File: config.mk
export PLATFORM = sky130hd
export DESIGN_NAME = uhtd_engine
export DESIGN_NICKNAME = d
export VERILOG_FILES = /design/src/hw/uhtd_engine.v
export VERILOG_INCLUDE_DIRS = /design/src /design/src/hw
export SDC_FILE = /design/constraint.sdc
export NUM_CORES = 1
export LEC_CHECK = 0
export BUFFER_PORTS_ARGS = -buffer_cell sky130_fd_sc_hd__buf_2
export CORE_MARGIN = 2
export CORE_UTILIZATION = 25
export CTS_BUF_LIST = sky130_fd_sc_hd__clkbuf_8
export CTS_CLUSTER_DIAMETER = 50
export DETAILED_ROUTE_END_ITERATION = 7
export PLACE_DENSITY = 0.46
export RECOVER_POWER = 25
export SLEW_MARGIN = 40
export SYNTH_ARGS = -nofsm -noshare
export SYNTH_HDL_FRONTEND = slang
export SYNTH_SLANG_ARGS = --single-unit
export TNS_END_PERCENT = 50
File: constraint.sdc
create_clock -name sys_clk_i -period 4.7 [get_ports sys_clk_i]
set_input_delay 1.175 -clock sys_clk_i [delete_from_list [all_inputs] [get_ports sys_clk_i]]
set_output_delay 1.175 -clock sys_clk_i [all_outputs]
set_load 0.01 [all_outputs]
File: src/hw/uhtd_regs.vh
// register map, header size, result codes and reset values of the descriptor engine
`ifndef UHTD_REGS_VH
`define UHTD_REGS_VH

// wishbone byte offsets
`define UHTD_LIST_BUFFER_STATE 8'h00
`define UHTD_APERIODIC_BLOCK_SIZE 8'h04
`define UHTD_INTERRUPT_BLOCK_SIZE 8'h08
`define UHTD_APERIODIC_SKIP_BITS 8'h0C
`define UHTD_INTERRUPT_SKIP_BITS 8'h10
`define UHTD_APERIODIC_LAST_INDEX 8'h14
`define UHTD_INTERRUPT_LAST_INDEX 8'h18
`define UHTD_ISO_ZERO_BASE 8'h20
`define UHTD_ISO_ONE_BASE 8'h24
`define UHTD_INTERRUPT_BASE 8'h28
`define UHTD_APERIODIC_BASE 8'h2C
`define UHTD_ENGINE_STATE 8'h30

// list_buffer_state bits, also the list numbers in scan order
`define UHTD_ISO_ZERO_FULL 0
`define UHTD_ISO_ONE_FULL 1
`define UHTD_INTERRUPT_LIST_ON 2
`define UHTD_APERIODIC_LIST_ON 3

// reset values
`define UHTD_RST_BUFFER_STATE 4'h0
`define UHTD_RST_BLOCK_SIZE 10'h000
`define UHTD_RST_SKIP 32'h0000_0000
`define UHTD_RST_LAST 5'h00

// descriptor header geometry
`define UHTD_HDR_BYTES 8

// result_code values
`define UHTD_RC_OK 4'h0
`define UHTD_RC_CRC 4'h1
`define UHTD_RC_STUFF 4'h2
`define UHTD_RC_TOGGLE 4'h3
`define UHTD_RC_STALL 4'h4
`define UHTD_RC_NO_RESPONSE 4'h5
`define UHTD_RC_PID_CHECK 4'h6
`define UHTD_RC_BAD_PID 4'h7
`define UHTD_RC_OVERRUN 4'h8
`define UHTD_RC_UNDERRUN 4'h9
`define UHTD_RC_RSVD_A 4'hA
`define UHTD_RC_RSVD_B 4'hB
`define UHTD_RC_IN_TOO_FAST 4'hC
`define UHTD_RC_OUT_TOO_SLOW 4'hD

// direction_token values
`define UHTD_TOKEN_SETUP 2'h0
`define UHTD_TOKEN_OUT 2'h1
`define UHTD_TOKEN_IN 2'h2

`endif

File: src/hw/uhtd_engine.v
// transfer descriptor engine: list walker, header decode, result write-back, wishbone registers
`timescale 1ns/1ps
`include "uhtd_regs.vh"

module uhtd_engine #(
  parameter AW = 12
) (
  input wire sys_clk_i,
  input wire rst_b_i,
  input wire wb_cyc_i,
  input wire wb_stb_i,
  input wire wb_we_i,
  input wire [7:0] wb_adr_i,
  input wire [3:0] wb_sel_i,
  input wire [31:0] wb_dat_i,
  output reg [31:0] wb_dat_o,
  output reg wb_ack_o,
  output reg mem_req_o,
  output reg mem_we_o,
  output reg [AW-1:0] mem_addr_o,
  output reg [31:0] mem_wdata_o,
  input wire [31:0] mem_rdata_i,
  input wire mem_ack_i,
  input wire [10:0] frame_num_i,
  output reg txn_req_o,
  output reg [1:0] txn_token_o,
  output reg [6:0] txn_dev_addr_o,
  output reg [3:0] txn_endpoint_o,
  output reg txn_low_speed_o,
  output reg txn_toggle_o,
  output reg txn_iso_o,
  output reg [9:0] txn_len_o,
  output reg [AW-1:0] txn_buf_addr_o,
  input wire txn_done_i,
  input wire [3:0] txn_result_i,
  input wire [10:0] txn_count_i
);

  localparam S_IDLE = 4'h0;
  localparam S_LIST = 4'h1;
  localparam S_SEL = 4'h2;
  localparam S_RD0 = 4'h3;
  localparam S_RD1 = 4'h4;
  localparam S_CHK = 4'h5;
  localparam S_TXN = 4'h6;
  localparam S_WB = 4'h7;
  localparam S_ADV = 4'h8;
  localparam S_NXL = 4'h9;

  localparam [AW-1:0] HDR = `UHTD_HDR_BYTES;
  localparam [1:0] L_ISO0 = `UHTD_ISO_ZERO_FULL;
  localparam [1:0] L_ISO1 = `UHTD_ISO_ONE_FULL;
  localparam [1:0] L_INT = `UHTD_INTERRUPT_LIST_ON;
  localparam [1:0] L_ATL = `UHTD_APERIODIC_LIST_ON;

  // software registers
  reg [3:0] on_q;
  reg [9:0] atl_blk_q;
  reg [9:0] int_blk_q;
  reg [31:0] atl_skip_q;
  reg [31:0] int_skip_q;
  reg [4:0] atl_last_q;
  reg [4:0] int_last_q;
  reg [AW-1:0] base_q [0:3];

  // engine state
  reg [3:0] st_q;
  reg [1:0] list_q;
  reg [4:0] idx_q;
  reg [AW-1:0] off_q;
  reg [31:0] w0_q;
  reg [31:0] w1_q;
  reg pong_ok_q;
  reg [3:0] last_code_q;
  reg iso_done_q;

  // header fields, word 0 = bytes 0..3, word 1 = bytes 4..7, byte 0 in bits 7:0
  wire [9:0] f_count = w0_q[9:0];
  wire f_toggle = w0_q[10];
  wire f_active = w0_q[11];
  wire [9:0] f_max_len = {w0_q[25:24], w0_q[23:16]};
  wire f_speed = w0_q[26];
  wire f_last = w0_q[27];
  wire [3:0] f_endpoint = w0_q[31:28];
  wire [9:0] f_req_len = w1_q[9:0];
  wire [1:0] f_token = w1_q[11:10];
  wire f_pingpong = w1_q[14];
  wire f_paired = w1_q[15];
  wire [6:0] f_dev_addr = w1_q[22:16];
  wire [7:0] f_byte7 = w1_q[31:24];

  wire is_iso = ~list_q[1];
  wire is_atl = (list_q == L_ATL);
  wire is_int = (list_q == L_INT);
  wire [9:0] blk = is_atl ? atl_blk_q : int_blk_q;
  wire [31:0] skip = is_atl ? atl_skip_q : int_skip_q;
  wire [4:0] last_idx = is_atl ? atl_last_q : int_last_q;
  wire [9:0] remain = f_req_len - f_count;

  // next offsets: fixed block or DWord-packed
  wire [AW-1:0] blk_step = HDR + {{(AW-10){1'b0}}, blk};
  wire [10:0] req_plus3 = {1'b0, f_req_len} + 11'h003;
  wire [AW-1:0] iso_step = HDR + {{(AW-11){1'b0}}, req_plus3[10:2], 2'b00};

  // polling and frame gates
  wire [2:0] poll_interval = f_byte7[7:5];
  wire [4:0] first_frame = f_byte7[4:0];
  wire [7:0] poll_mask = (8'h01 << poll_interval) - 8'h01;
  wire [7:0] frame_diff = frame_num_i[7:0] - {3'b000, first_frame};
  wire poll_due = ((frame_diff & poll_mask) == 8'h00);
  wire iso_due = (frame_num_i[4:0] == first_frame);
  wire pong_block = is_atl && f_paired && f_pingpong && !pong_ok_q;

  wire go = f_active && !pong_block && (is_int ? poll_due : 1'b1) && (is_iso ? iso_due : 1'b1);

  // result evaluation at transaction end
  reg [3:0] rc;
  reg [10:0] got_sum;
  reg [9:0] new_count;
  reg retire;
  always @* begin
    got_sum = {1'b0, f_count} + txn_count_i;
    new_count = got_sum[9:0];
    rc = `UHTD_RC_OK;
    if (txn_result_i != `UHTD_RC_OK) begin
      if (txn_result_i == `UHTD_RC_RSVD_A || txn_result_i == `UHTD_RC_RSVD_B) begin
        rc = `UHTD_RC_BAD_PID;
      end else begin
        rc = txn_result_i;
      end
    end else if (f_token == `UHTD_TOKEN_IN &&
                 (txn_count_i > {1'b0, f_max_len} || txn_count_i > {1'b0, remain})) begin
      rc = `UHTD_RC_OVERRUN;
      new_count = f_req_len;
    end else if (f_token == `UHTD_TOKEN_IN && txn_count_i < {1'b0, f_max_len} &&
                 got_sum < {1'b0, f_req_len}) begin
      rc = `UHTD_RC_UNDERRUN;
    end
    retire = is_iso || (rc != `UHTD_RC_OK) || (new_count >= f_req_len);
  end

  wire data_ok = (rc == `UHTD_RC_OK) || (rc == `UHTD_RC_UNDERRUN);
  wire wb_hit = wb_cyc_i && wb_stb_i && !wb_ack_o;
  wire wb_wr = wb_hit && wb_we_i;

  // wishbone slave, one wait state, unmapped reads zero
  always @(posedge sys_clk_i or negedge rst_b_i) begin
    if (!rst_b_i) begin
      wb_ack_o <= 1'b0;
      wb_dat_o <= 32'h0000_0000;
    end else begin
      wb_ack_o <= wb_hit;
      if (wb_hit && !wb_we_i) begin
        case (wb_adr_i)
          `UHTD_LIST_BUFFER_STATE: wb_dat_o <= {28'h000_0000, on_q};
          `UHTD_APERIODIC_BLOCK_SIZE: wb_dat_o <= {22'h00_0000, atl_blk_q};
          `UHTD_INTERRUPT_BLOCK_SIZE: wb_dat_o <= {22'h00_0000, int_blk_q};
          `UHTD_APERIODIC_SKIP_BITS: wb_dat_o <= atl_skip_q;
          `UHTD_INTERRUPT_SKIP_BITS: wb_dat_o <= int_skip_q;
          `UHTD_APERIODIC_LAST_INDEX: wb_dat_o <= {27'h000_0000, atl_last_q};
          `UHTD_INTERRUPT_LAST_INDEX: wb_dat_o <= {27'h000_0000, int_last_q};
          `UHTD_ISO_ZERO_BASE: wb_dat_o <= {{(32-AW){1'b0}}, base_q[0]};
          `UHTD_ISO_ONE_BASE: wb_dat_o <= {{(32-AW){1'b0}}, base_q[1]};
          `UHTD_INTERRUPT_BASE: wb_dat_o <= {{(32-AW){1'b0}}, base_q[2]};
          `UHTD_APERIODIC_BASE: wb_dat_o <= {{(32-AW){1'b0}}, base_q[3]};
          `UHTD_ENGINE_STATE: wb_dat_o <= {14'h0000, pong_ok_q, last_code_q, idx_q,
                                           list_q, st_q, 2'b00};
          default: wb_dat_o <= 32'h0000_0000;
        endcase
      end
    end
  end

  // writable registers; byte lane 0 carries fields of 8 bits or less
  always @(posedge sys_clk_i or negedge rst_b_i) begin
    if (!rst_b_i) begin
      atl_blk_q <= `UHTD_RST_BLOCK_SIZE;
      int_blk_q <= `UHTD_RST_BLOCK_SIZE;
      atl_skip_q <= `UHTD_RST_SKIP;
      int_skip_q <= `UHTD_RST_SKIP;
      atl_last_q <= `UHTD_RST_LAST;
      int_last_q <= `UHTD_RST_LAST;
    end else if (wb_wr) begin
      case (wb_adr_i)
        `UHTD_APERIODIC_BLOCK_SIZE: begin
          if (wb_sel_i[0]) atl_blk_q[7:0] <= wb_dat_i[7:0];
          if (wb_sel_i[1]) atl_blk_q[9:8] <= wb_dat_i[9:8];
        end
        `UHTD_INTERRUPT_BLOCK_SIZE: begin
          if (wb_sel_i[0]) int_blk_q[7:0] <= wb_dat_i[7:0];
          if (wb_sel_i[1]) int_blk_q[9:8] <= wb_dat_i[9:8];
        end
        `UHTD_APERIODIC_SKIP_BITS: begin
          if (wb_sel_i[0]) atl_skip_q[7:0] <= wb_dat_i[7:0];
          if (wb_sel_i[1]) atl_skip_q[15:8] <= wb_dat_i[15:8];
          if (wb_sel_i[2]) atl_skip_q[23:16] <= wb_dat_i[23:16];
          if (wb_sel_i[3]) atl_skip_q[31:24] <= wb_dat_i[31:24];
        end
        `UHTD_INTERRUPT_SKIP_BITS: begin
          if (wb_sel_i[0]) int_skip_q[7:0] <= wb_dat_i[7:0];
          if (wb_sel_i[1]) int_skip_q[15:8] <= wb_dat_i[15:8];
          if (wb_sel_i[2]) int_skip_q[23:16] <= wb_dat_i[23:16];
          if (wb_sel_i[3]) int_skip_q[31:24] <= wb_dat_i[31:24];
        end
        `UHTD_APERIODIC_LAST_INDEX: begin
          if (wb_sel_i[0]) atl_last_q <= wb_dat_i[4:0];
        end
        `UHTD_INTERRUPT_LAST_INDEX: begin
          if (wb_sel_i[0]) int_last_q <= wb_dat_i[4:0];
        end
        default: begin
        end
      endcase
    end
  end

  // list base registers, one per list
  genvar g;
  generate
    for (g = 0; g < 4; g = g + 1) begin : g_base
      localparam integer BASE_ADR = `UHTD_ISO_ZERO_BASE + 4 * g;
      wire hit = wb_wr && (wb_adr_i == BASE_ADR[7:0]);
      always @(posedge sys_clk_i or negedge rst_b_i) begin
        if (!rst_b_i) begin
          base_q[g] <= {AW{1'b0}};
        end else if (hit) begin
          if (wb_sel_i[0]) base_q[g][7:0] <= wb_dat_i[7:0];
          if (wb_sel_i[1]) base_q[g][AW-1:8] <= wb_dat_i[AW-1:8];
        end
      end
    end
  endgenerate

  // list enables; software set wins over the engine clearing an iso full bit
  wire on_wr = wb_wr && (wb_adr_i == `UHTD_LIST_BUFFER_STATE) && wb_sel_i[0];
  always @(posedge sys_clk_i or negedge rst_b_i) begin
    if (!rst_b_i) begin
      on_q <= `UHTD_RST_BUFFER_STATE;
    end else if (on_wr) begin
      on_q <= wb_dat_i[3:0];
    end else if (iso_done_q) begin
      on_q[list_q] <= 1'b0;
    end
  end

  // list walker
  always @(posedge sys_clk_i or negedge rst_b_i) begin
    if (!rst_b_i) begin
      st_q <= S_IDLE;
      list_q <= 2'b00;
      idx_q <= 5'h00;
      off_q <= {AW{1'b0}};
      w0_q <= 32'h0000_0000;
      w1_q <= 32'h0000_0000;
      pong_ok_q <= 1'b0;
      last_code_q <= `UHTD_RC_OK;
      iso_done_q <= 1'b0;
      mem_req_o <= 1'b0;
      mem_we_o <= 1'b0;
      mem_addr_o <= {AW{1'b0}};
      mem_wdata_o <= 32'h0000_0000;
      txn_req_o <= 1'b0;
      txn_token_o <= 2'b00;
      txn_dev_addr_o <= 7'h00;
      txn_endpoint_o <= 4'h0;
      txn_low_speed_o <= 1'b0;
      txn_toggle_o <= 1'b0;
      txn_iso_o <= 1'b0;
      txn_len_o <= 10'h000;
      txn_buf_addr_o <= {AW{1'b0}};
    end else begin
      iso_done_q <= 1'b0;
      case (st_q)
        S_IDLE: begin
          list_q <= L_ISO0;
          st_q <= S_LIST;
        end
        S_LIST: begin
          if (on_q[list_q] && !iso_done_q) begin
            off_q <= base_q[list_q];
            idx_q <= 5'h00;
            st_q <= S_SEL;
          end else begin
            st_q <= S_NXL;
          end
        end
        S_SEL: begin
          if (!on_q[list_q]) begin
            st_q <= S_NXL;
          end else if (!is_iso && idx_q > last_idx) begin
            st_q <= S_NXL;
          end else if (!is_iso && skip[idx_q]) begin
            off_q <= off_q + blk_step;
            idx_q <= idx_q + 5'h01;
          end else begin
            mem_req_o <= 1'b1;
            mem_we_o <= 1'b0;
            mem_addr_o <= off_q;
            st_q <= S_RD0;
          end
        end
        S_RD0: begin
          if (mem_ack_i) begin
            w0_q <= mem_rdata_i;
            mem_addr_o <= off_q + 4'h4;
            st_q <= S_RD1;
          end
        end
        S_RD1: begin
          if (mem_ack_i) begin
            w1_q <= mem_rdata_i;
            mem_req_o <= 1'b0;
            st_q <= S_CHK;
          end
        end
        S_CHK: begin
          if (go) begin
            txn_req_o <= 1'b1;
            txn_token_o <= f_token;
            txn_dev_addr_o <= f_dev_addr;
            txn_endpoint_o <= f_endpoint;
            txn_low_speed_o <= f_speed;
            txn_toggle_o <= f_toggle;
            txn_iso_o <= is_iso;
            txn_len_o <= (remain < f_max_len) ? remain : f_max_len;
            txn_buf_addr_o <= off_q + HDR + {{(AW-10){1'b0}}, f_count};
            st_q <= S_TXN;
          end else begin
            st_q <= S_ADV;
          end
        end
        S_TXN: begin
          if (txn_done_i) begin
            txn_req_o <= 1'b0;
            last_code_q <= rc;
            w0_q[9:0] <= new_count;
            w0_q[15:12] <= rc;
            w0_q[10] <= data_ok ? ~f_toggle : f_toggle;
            w0_q[11] <= ~retire;
            if (is_atl && f_paired && !f_pingpong && data_ok) begin
              pong_ok_q <= 1'b1;
            end else if (is_atl && f_paired && f_pingpong && retire) begin
              pong_ok_q <= 1'b0;
            end
            mem_req_o <= 1'b1;
            mem_we_o <= 1'b1;
            mem_addr_o <= off_q;
            mem_wdata_o <= {w0_q[31:16], rc, ~retire, data_ok ? ~f_toggle : f_toggle,
                            new_count};
            st_q <= S_WB;
          end
        end
        S_WB: begin
          if (mem_ack_i) begin
            mem_req_o <= 1'b0;
            mem_we_o <= 1'b0;
            st_q <= S_ADV;
          end
        end
        S_ADV: begin
          if (is_iso && f_last) begin
            iso_done_q <= 1'b1;
            st_q <= S_NXL;
          end else begin
            off_q <= off_q + (is_iso ? iso_step : blk_step);
            idx_q <= idx_q + 5'h01;
            st_q <= S_SEL;
          end
        end
        S_NXL: begin
          if (list_q == L_ATL) begin
            st_q <= S_IDLE;
          end else begin
            list_q <= list_q + 2'b01;
            st_q <= S_LIST;
          end
        end
        default: begin
          st_q <= S_IDLE;
        end
      endcase
    end
  end

endmodule // uhtd_engine

### After elaboration in Yosys (flattened, before gate mapping)

Cells that the tools add are included.

* word-level logic and storage cells: 289
* bits in registers: 353
* memories kept: 0
* memory bits (writable): 0
* output and inout port bits: 118
* bits in latches: 0
* memory bits (read-only): 0
* input port bits: 109

* multiplexer cells: 78
* divide/modulo/power cells: 0
* shift operators: 1
* equality and inequality tests: 41
* multiply operators: 0
* bitwise logic cells: 7
* magnitude comparators: 11
* reductions and logical operators: 89
* $add $sub $neg: 14

Operators with widths (number)
* $pmux 32 s12: 1
* $mux 12: 15
* $pmux 12 s3: 2
* $mux 4: 16
* $reduce_and 3->1: 17
* $eq 8x6->1 const B: 5
* $mux 10: 4
* $pmux 4 s10: 1
* $mux 32: 1
* $mux 5: 6
* $logic_and 1x1->1: 27
* $reduce_and 2->1: 13
* $bmux 12 s2: 1
* $eq 8x5->1 const B: 3
* $ne 2x2->1 const B: 12
* $pmux 12 s2: 1
* $reduce_and 6->1: 4
* $gt 11x10->1: 2
* $lt 11x10->1: 2
* $mux 1: 21
* $eq 4x4->1 const B: 5
* $eq 4x3->1 const B: 4
* $eq 8x4->1 const B: 2
* $logic_not 8->1: 2
* other kinds (50): 74

### Logic depth before layout (Yosys ltp)

Gate-level depths: netlist of the first run.

* word-level depth: 12
* mapped depth: 30
* depth with buffers taken out: 29

### Least setup slack after synthesis of the first run

OpenSTA, ideal clock, no wires.

* path kind: register to register
* start point: register w0_q[1]
* end point: register mem_wdata_o[11]
* data required time: 4636 ps
* period minus slack after synthesis: 4863 ps
* stages on the path, launching flop included: 29
* arrival: 4799 ps
* path buffers: 1
* setup slack: -163 ps
* library setup time: 64 ps
* path through: dfrtp_1 -> inv_1 -> ha_1 -> nor2b_1 -> o21ai_0 -> a21oi_1 -> o21ai_0 -> a21oi_1 -> o21ai_0 -> nor2_1 -> a211oi_1 -> ha_1 -> o221ai_1 -> and3_1 -> a21oi_1 -> o21a_1 -> buf_2 -> mux2i_1 -> ha_1 -> nand2b_1 -> a21o_1 -> a21o_1 -> a21oi_1 -> nor2b_1 -> o21ai_0 -> a21oi_1 -> o21ai_0 -> and4b_1 -> mux2_2

* longest elaborated chain between the ends: 10
* elaborated cells on any way between the ends: 17
* classes of those cells: 2 x add/sub; 3 x order compare; 5 x mux; 1 x bitwise; 6 x reduce/logical

RTL lines
* from (decl): line uhtd_engine.v:71 `reg [31:0] w0_q;`
* from (signal assigned): line uhtd_engine.v:304 `w0_q <= mem_rdata_i;`
* from (signal assigned): line uhtd_engine.v:336 `w0_q[9:0] <= new_count;`
* parallel branches: the longest is 8 deep, another holds $gt 11x10->1
* $logic_or 1x1->1 (*): line uhtd_engine.v:139 `` retire = is_iso || (rc != `UHTD_RC_OK) || (new_count >= f_req_len); ``
* $not 1->1 (*): line uhtd_engine.v:348 `mem_wdata_o <= {w0_q[31:16], rc, ~retire, data_ok ? ~f_toggle : f_toggle,`
* to (signal assigned): line uhtd_engine.v:348
* to (decl): line uhtd_engine.v:21 `output reg [31:0] mem_wdata_o,`

Every way passes the cells marked *.
A chain may end at the register's enable or synchronous reset.

### Final worst setup path of the first run

* start point: register w1_q[0]
* end point: register pong_ok_q

* longest elaborated chain between the ends: 12
* elaborated cells on any way between the ends: 23
* classes of those cells: 1 x add/sub; 3 x order compare; 1 x eq/ne; 6 x mux; 12 x reduce/logical

RTL lines
* from (decl): line uhtd_engine.v:72 `reg [31:0] w1_q;`
* from (signal assigned): line uhtd_engine.v:311 `w1_q <= mem_rdata_i;`
* parallel branches: the longest is 12 deep, another holds $gt 11x10->1
* to (signal assigned): line uhtd_engine.v:255 `pong_ok_q <= 1'b0;`
* to (signal assigned): line uhtd_engine.v:341 `pong_ok_q <= 1'b1;`
* to (signal assigned): line uhtd_engine.v:343 `pong_ok_q <= 1'b0;`
* to (decl): line uhtd_engine.v:73 `reg pong_ok_q;`

Several ways; the timed one is not identified.

==> flow_metrics.tcl, run 1 <==
set metrics [dict create \
    outcome "complete, but fails checks" \
    violations "max-capacitance violations, max-slew violations, negative setup slack" \
    route.detailed.wl_per_inst_um 20.9 \
    drtPass1Iterations 5 \
    cts_tree "built" \
    drt_wl_total_um 67500 \
    drv_slew 261 \
    period_share 1.06 \
    crit_path_start "w1_q[0]$_DFFE_PN0P_" \
    vias 15668 \
    grt_max_degree 88 \
    insertion_delay_ns 0.66 \
    hold_depth 2 \
    gr-total-overflow 0 \
    grt_use_total 0.170 \
    fin_ws_ns -0.277 \
    critPathMaxFanout 3 \
    total_power_w 0.0133 \
    ys_ff_latch 346 \
    syn_inst 1795 \
    ys_warn_count 0 \
    placed_area_mm2 0.0226 \
    synth_area_leaders "dfrtp_1 45%, mux2_2 13%, ha_1 7.5%" \
    drv_cap 4 \
    numCtsBuffers 71 \
    hold_viol 0 \
    crit_path_end_kind "flop" \
    final_area_mm2 0.0242 \
    setup_viol 3 \
    yosys.area.top_type "dfrtp_1" \
    yosysSeqAreaShare 0.449 \
    max_clock_freq_mhz 201 \
    crit_slowest_cell "dfrtp_1" \
    first_iter_violations 1190 \
    cts_buffer_depth 3 \
    grt_pass1_wl_um 101000 \
    cts_root_buffer "clkbuf_8" \
    gp_congestion 0.863 \
    antenna_cells 0 \
    r2r-end "pong_ok_q$_DFFE_PN0P_" \
    leakage_nw 11.8 \
    area_growth_pct 25.6 \
    drive_above_1_share 0.343 \
    synth_edf_count 0 \
    htreeDepth 3 \
    path_class "flop to flop" \
    die_h_um 282 \
    layout_min_cycle_time_ns 4.98 \
    arrival_ns 5.56 \
    reg2reg_slack_ns -0.28 \
    drc 0 \
    cts.reportedPaths.clkPinSlew_ns 0.06 \
    syn_avg_cell_area_um2 10.7 \
    grt_pass1_vias 16234 \
    grt_setup_unrepaired "true" \
    post-route-util 0.318 \
    finalSetupTns_ns -0.770 \
    boundaryPins 227 \
    cp.required_ns 5.28 \
    synth_ff_type "dfrtp_1" \
    die_area_mm2 0.0793 \
    start_kind "flop" \
    syn_area_mm2 0.0193 \
    worst_r2r_path_depth 30 \
    p_per_area_mw_per_mm2 547 \
    die_w_um 282 \
    rows 101 \
    min_to "mem_wdata_o[26]$_DFFE_PN0P_" \
    ant_nets 0 \
    r2r-start "w1_q[0]$_DFFE_PN0P_" \
    synthArstFlopShare 1.00 \
    yosysUniqueCellTypes 68 \
    nets 2386 \
    tightest_slew_ns 2.11 \
    hold_path_class "flop to flop" \
    finClkSkew_ns 0.0347 \
    synth_top_area_share 0.449 \
    start_util 0.253 \
    hp-start "mem_wdata_o[26]$_DFFE_PN0P_" \
    avgViaCountPerCell 4.84 \
    cts_sinks 346 \
    antenna_found_initial 7 \
    ir_drop_mv 0.238 \
    core_mm2 0.0761 \
    dpl.hpwl_um 50500 \
    timing.hold.ws_ns 0.464 \
    synthesis.nets 2024 \
    slew_headroom -0.407 \
    max_stage_delay_ns 0.38 \
    io_buffers 220 \
]
## layout make-up
| cell class | count | area (um2) |
|---|---|---|
| clock buffers | 90 | 1240 |
| clock inverters | 33 | 211 |
| fillers | 7885 | 51900 |
| inverters | 81 | 304 |
| multi-input cells | 1288 | 10200 |
| flip-flops and latches | 346 | 8660 |
| well taps | 1030 | 1290 |
| repair buffers | 369 | 2310 |
## Yosys cell counts (all sizes together) (20+ instances only)
library cell,number
a21o,22
ha,115
xor2,28
nor2,110
a21oi,89
xnor2,32
a22oi,49
nand2,194
nor3,20
o21ai,108
inv,80
mux4,33
dfrtp,346
mux2i,24
clkbuf,71
nand3,36
mux2,215
## stage by stage
| step | instances | setup WS [ns] |
|---|---|---|
| final | 3237 | -0.277 |
| after global placement | 3106 | -0.653 |
| after floorplan | 1795 | 0.00685 |
| after detailed placement | 3106 | -0.774 |
| after CTS | 3235 | -0.440 |
| after global routing | 3237 | -0.656 |
## how the worst max path moves through the flow
stage / depth (start not counted) / end
final: 30 / pong_ok_q$_DFFE_PN0P_
after floorplan: 28 / mem_wdata_o[11]$_DFFE_PN0P_
after CTS: 30 / pong_ok_q$_DFFE_PN0P_
after detailed placement: 28 / pong_ok_q$_DFFE_PN0P_
after global routing: 30 / pong_ok_q$_DFFE_PN0P_
after global placement: 28 / mem_wdata_o[11]$_DFFE_PN0P_
## power breakdown
group          switching [W]  internal [W]  leakage [nW]
Sequential          0.000415       0.00342          4.70
Combinational        0.00330       0.00286          6.27
Clock                0.00143       0.00183         0.811
Total                0.00514       0.00811          11.8
## cell families after synthesis
logic type               Yosys count  synth area share
AND/OR/NAND/NOR                  446             0.104
multiplexers                     272             0.177
XOR/XNOR                          60            0.0273
flip-flops                       346             0.449
adder cells (fa/ha/maj)          123            0.0814
buffers and inverters            161            0.0319
AO/OA/AOI/OAI                    387             0.130
## registers in the layout, summed over array words and instances (netlist names), 12 cells and up
| register | count |
|---|---|
| w0_q | 28 |
| atl_skip_q | 32 |
| w1_q | 29 |
| wb_dat_o | 32 |
| txn_buf_addr_o | 12 |
| mem_wdata_o | 32 |
| mem_addr_o | 12 |
| int_skip_q | 32 |
| base_q | 48 |
| off_q | 12 |
## critical path, delay by kind of cell, from the launching register on
| kind | cells | cell delay, ns |
|---|---|---|
| and+or+nand+nor | 9 | 1.11 |
| AOI/OAI and AO/OA | 11 | 1.69 |
| muxes | 1 | 0.25 |
| adders and majority gates | 4 | 0.97 |
| DFF | 1 | 0.38 |
| xor gates and xnor gates | 1 | 0.15 |
| buffers and inverters | 4 | 0.35 |
## routing by layer
metal	global-route usage	part of all wire	vias to the layer above
met3	0.0421	0.063	122
met1	0.216	0.43	7784
met5	0	0.0011	-
met4	0.0503	0.027	12
met2	0.285	0.48	507
li1	-	-	7243
## what timing repair did
action / in CTS / in global routing
gates resized for setup: 20 / 12
hold endpoints to repair: 0 / 0
pin swaps: 22 / 16
gates cloned: 0 / 0
hold buffers: 0 / 0
endpoints found under the setup margin: 3 / 3
buffers inserted: 6 / 2
## cells in the final DEF, fill, tap and decap left out, drive strengths merged, types with 5 or more instances in the layout
cell type    n
a211oi       9
a21o        22
a21oi       89
a221o        7
a221oi      10
a222oi      15
a22o         8
a22oi       49
a31oi        6
and2        11
and3        10
buf        365
clkbuf      94
clkinv       7
dfrtp      346
fa           5
ha         115
inv        101
mux2       215
mux2i       24
mux4        33
nand2      194
nand2b      12
nand3       36
nand3b       6
nand4       11
nor2       110
nor2b       14
nor3        20
nor3b        5
o211ai       7
o21a        12
o21ai      108
o21bai       9
o22ai        9
o31ai        5
xnor2       32
xor2        28
Note: power is estimated with default switching activity, not from simulation.
==> inputs of run 2 (changes only) <==
Settings changed: PLACE_DENSITY 0.46 to 0.45, SKIP_CTS_REPAIR_TIMING from default to 1, TNS_END_PERCENT 50 to default.
Clock period 4.7 ns to 5.1 ns, I/O delays scaled along.
==> flow_metrics.tcl, run 2 (same netlist as run 1, synthesis figures left out) <==
set metrics [dict create \
    grt_pass1_vias 15877 \
    worst_r2r_path_depth 30 \
    timing.hold.ws_ns 0.468 \
    setup_viol 3 \
    hold_path_class "flop to flop" \
    insertion_delay_ns 0.66 \
    cts_sinks 346 \
    largest-register "base_q" \
    cts_buffer_depth 3 \
    avgViaCountPerCell 4.84 \
    die_w_um 282 \
    fin_ws_ns -0.0602 \
    area_growth_pct 23.9 \
    drc 0 \
    core_mm2 0.0761 \
    drive_above_1_share 0.333 \
    min_to "mem_wdata_o[31]$_DFFE_PN0P_" \
    arrival_ns 5.73 \
    nets 2356 \
    start_kind "flop" \
    tightest_slew_ns 1.79 \
    first_iter_violations 1105 \
    final_common_cell "dfrtp_1" \
    gp_congestion 0.867 \
    die_area_mm2 0.0793 \
    final_cell_mix "346 x dfrtp_1, 219 x buf_2, 214 x mux2_2" \
    grt_pass1_wl_um 99600 \
    drv_cap 2 \
    grt_setup_unrepaired "true" \
    hp-start "mem_wdata_o[31]$_DFFE_PN0P_" \
    antenna_cells 0 \
    dpl.hpwl_um 49900 \
    placed_area_mm2 0.0223 \
    period_share 1.01 \
    max_stage_delay_ns 0.41 \
    final_area_mm2 0.0239 \
    slew_headroom -0.192 \
    crit_path_end_kind "flop" \
    ant_nets 0 \
    grt_max_degree 98 \
    outcome "complete, but fails checks" \
    r2r-start "w1_q[0]$_DFFE_PN0P_" \
    largest_register_ffs 48 \
    layout_min_cycle_time_ns 5.16 \
    hold_viol 0 \
    cts_root_buffer "clkbuf_8" \
    htreeDepth 3 \
    finClkSkew_ns 0.0461 \
    die_h_um 282 \
    antenna_found_initial 12 \
    r2r-end "pong_ok_q$_DFFE_PN0P_" \
    gr-total-overflow 0 \
    path_class "flop to flop" \
    boundaryPins 227 \
    leakage_nw 11.6 \
    io_buffers 220 \
    cp.required_ns 5.67 \
    hold_depth 2 \
    dpl_worst_slack_ns -0.509 \
    drt_wl_total_um 66700 \
    grt_use_total 0.167 \
    crit_path_start "w1_q[0]$_DFFE_PN0P_" \
    vias 15496 \
    crit_top_cell "a21oi_2" \
    drtPass1Iterations 5 \
    critPathMaxFanout 5 \
    max_clock_freq_mhz 194 \
    rows 101 \
    cts_tree "built" \
    route.detailed.wl_per_inst_um 20.8 \
    crit_slowest_cell "fa_2" \
    cts.reportedPaths.clkPinSlew_ns 0.06 \
    drv_slew 99 \
    p_per_area_mw_per_mm2 501 \
    start_util 0.253 \
    ir_drop_mv 0.214 \
    violations "max-capacitance violations, max-slew violations, negative setup slack" \
    numCtsBuffers 70 \
    reg2reg_slack_ns -0.06 \
]
## run 2: worst max path at each step
stage | endpoint | slack, ns
final | pong_ok_q$_DFFE_PN0P_ | -0.06
after global routing | pong_ok_q$_DFFE_PN0P_ | -0.37
after CTS | pong_ok_q$_DFFE_PN0P_ | -0.54
after detailed placement | pong_ok_q$_DFFE_PN0P_ | -0.51
after global placement | mem_wdata_o[11]$_DFFE_PN0P_ | -0.44
after floorplan | mem_wdata_o[11]$_DFFE_PN0P_ | 0.24
## run 2: report_power, final
group	internal, W	total [W]	switching (W)
clock	0.00164	0.00296	0.00132
combinational	0.00249	0.00545	0.00296
sequential	0.00315	0.00355	0.000394
total	0.00728	0.0120	0.00468
## run 2: final cells by class
| class | instances | area (um2) |
|---|---|---|
| clock buffers | 83 | 1140 |
| inverters | 81 | 304 |
| clock inverters | 36 | 273 |
| well taps | 1030 | 1290 |
| repair buffers | 340 | 2050 |
| flip-flops and latches | 346 | 8660 |
| fillers | 7931 | 52200 |
| multi-input cells | 1288 | 10200 |
## run 2: stage by stage
step,total power (W),util,TNS (ns),cells
CTS,0.0119,0.312,-1.55,3196
finish,0.0120,0.314,-0.130,3204
global route,0.0129,0.314,-8.94,3204
global placement,0.00877,0.293,-1.38,3077
floorplan,0.00679,-,0,1795
detailed placement,0.00886,0.294,-1.56,3077
## run 2: worst max-delay path, delay by kind of cell, from the launching register on
| family | cells | cell delay (ns) |
|---|---|---|
| fa+ha+maj | 4 | 1.09 |
| compound gates | 11 | 1.75 |
| mux | 1 | 0.23 |
| simple gates | 9 | 1.11 |
| flops | 1 | 0.39 |
| buf+inv | 4 | 0.37 |
| xor+xnor | 1 | 0.16 |
## run 2: routing by layer
| metal | track usage | share of wire | vias to the layer above |
|---|---|---|---|
| met5 | 0 | 0.0013 | - |
| met1 | 0.213 | 0.43 | 7729 |
| met3 | 0.0434 | 0.064 | 123 |
| met4 | 0.0511 | 0.030 | 14 |
| met2 | 0.277 | 0.47 | 446 |
| li1 | - | - | 7184 |
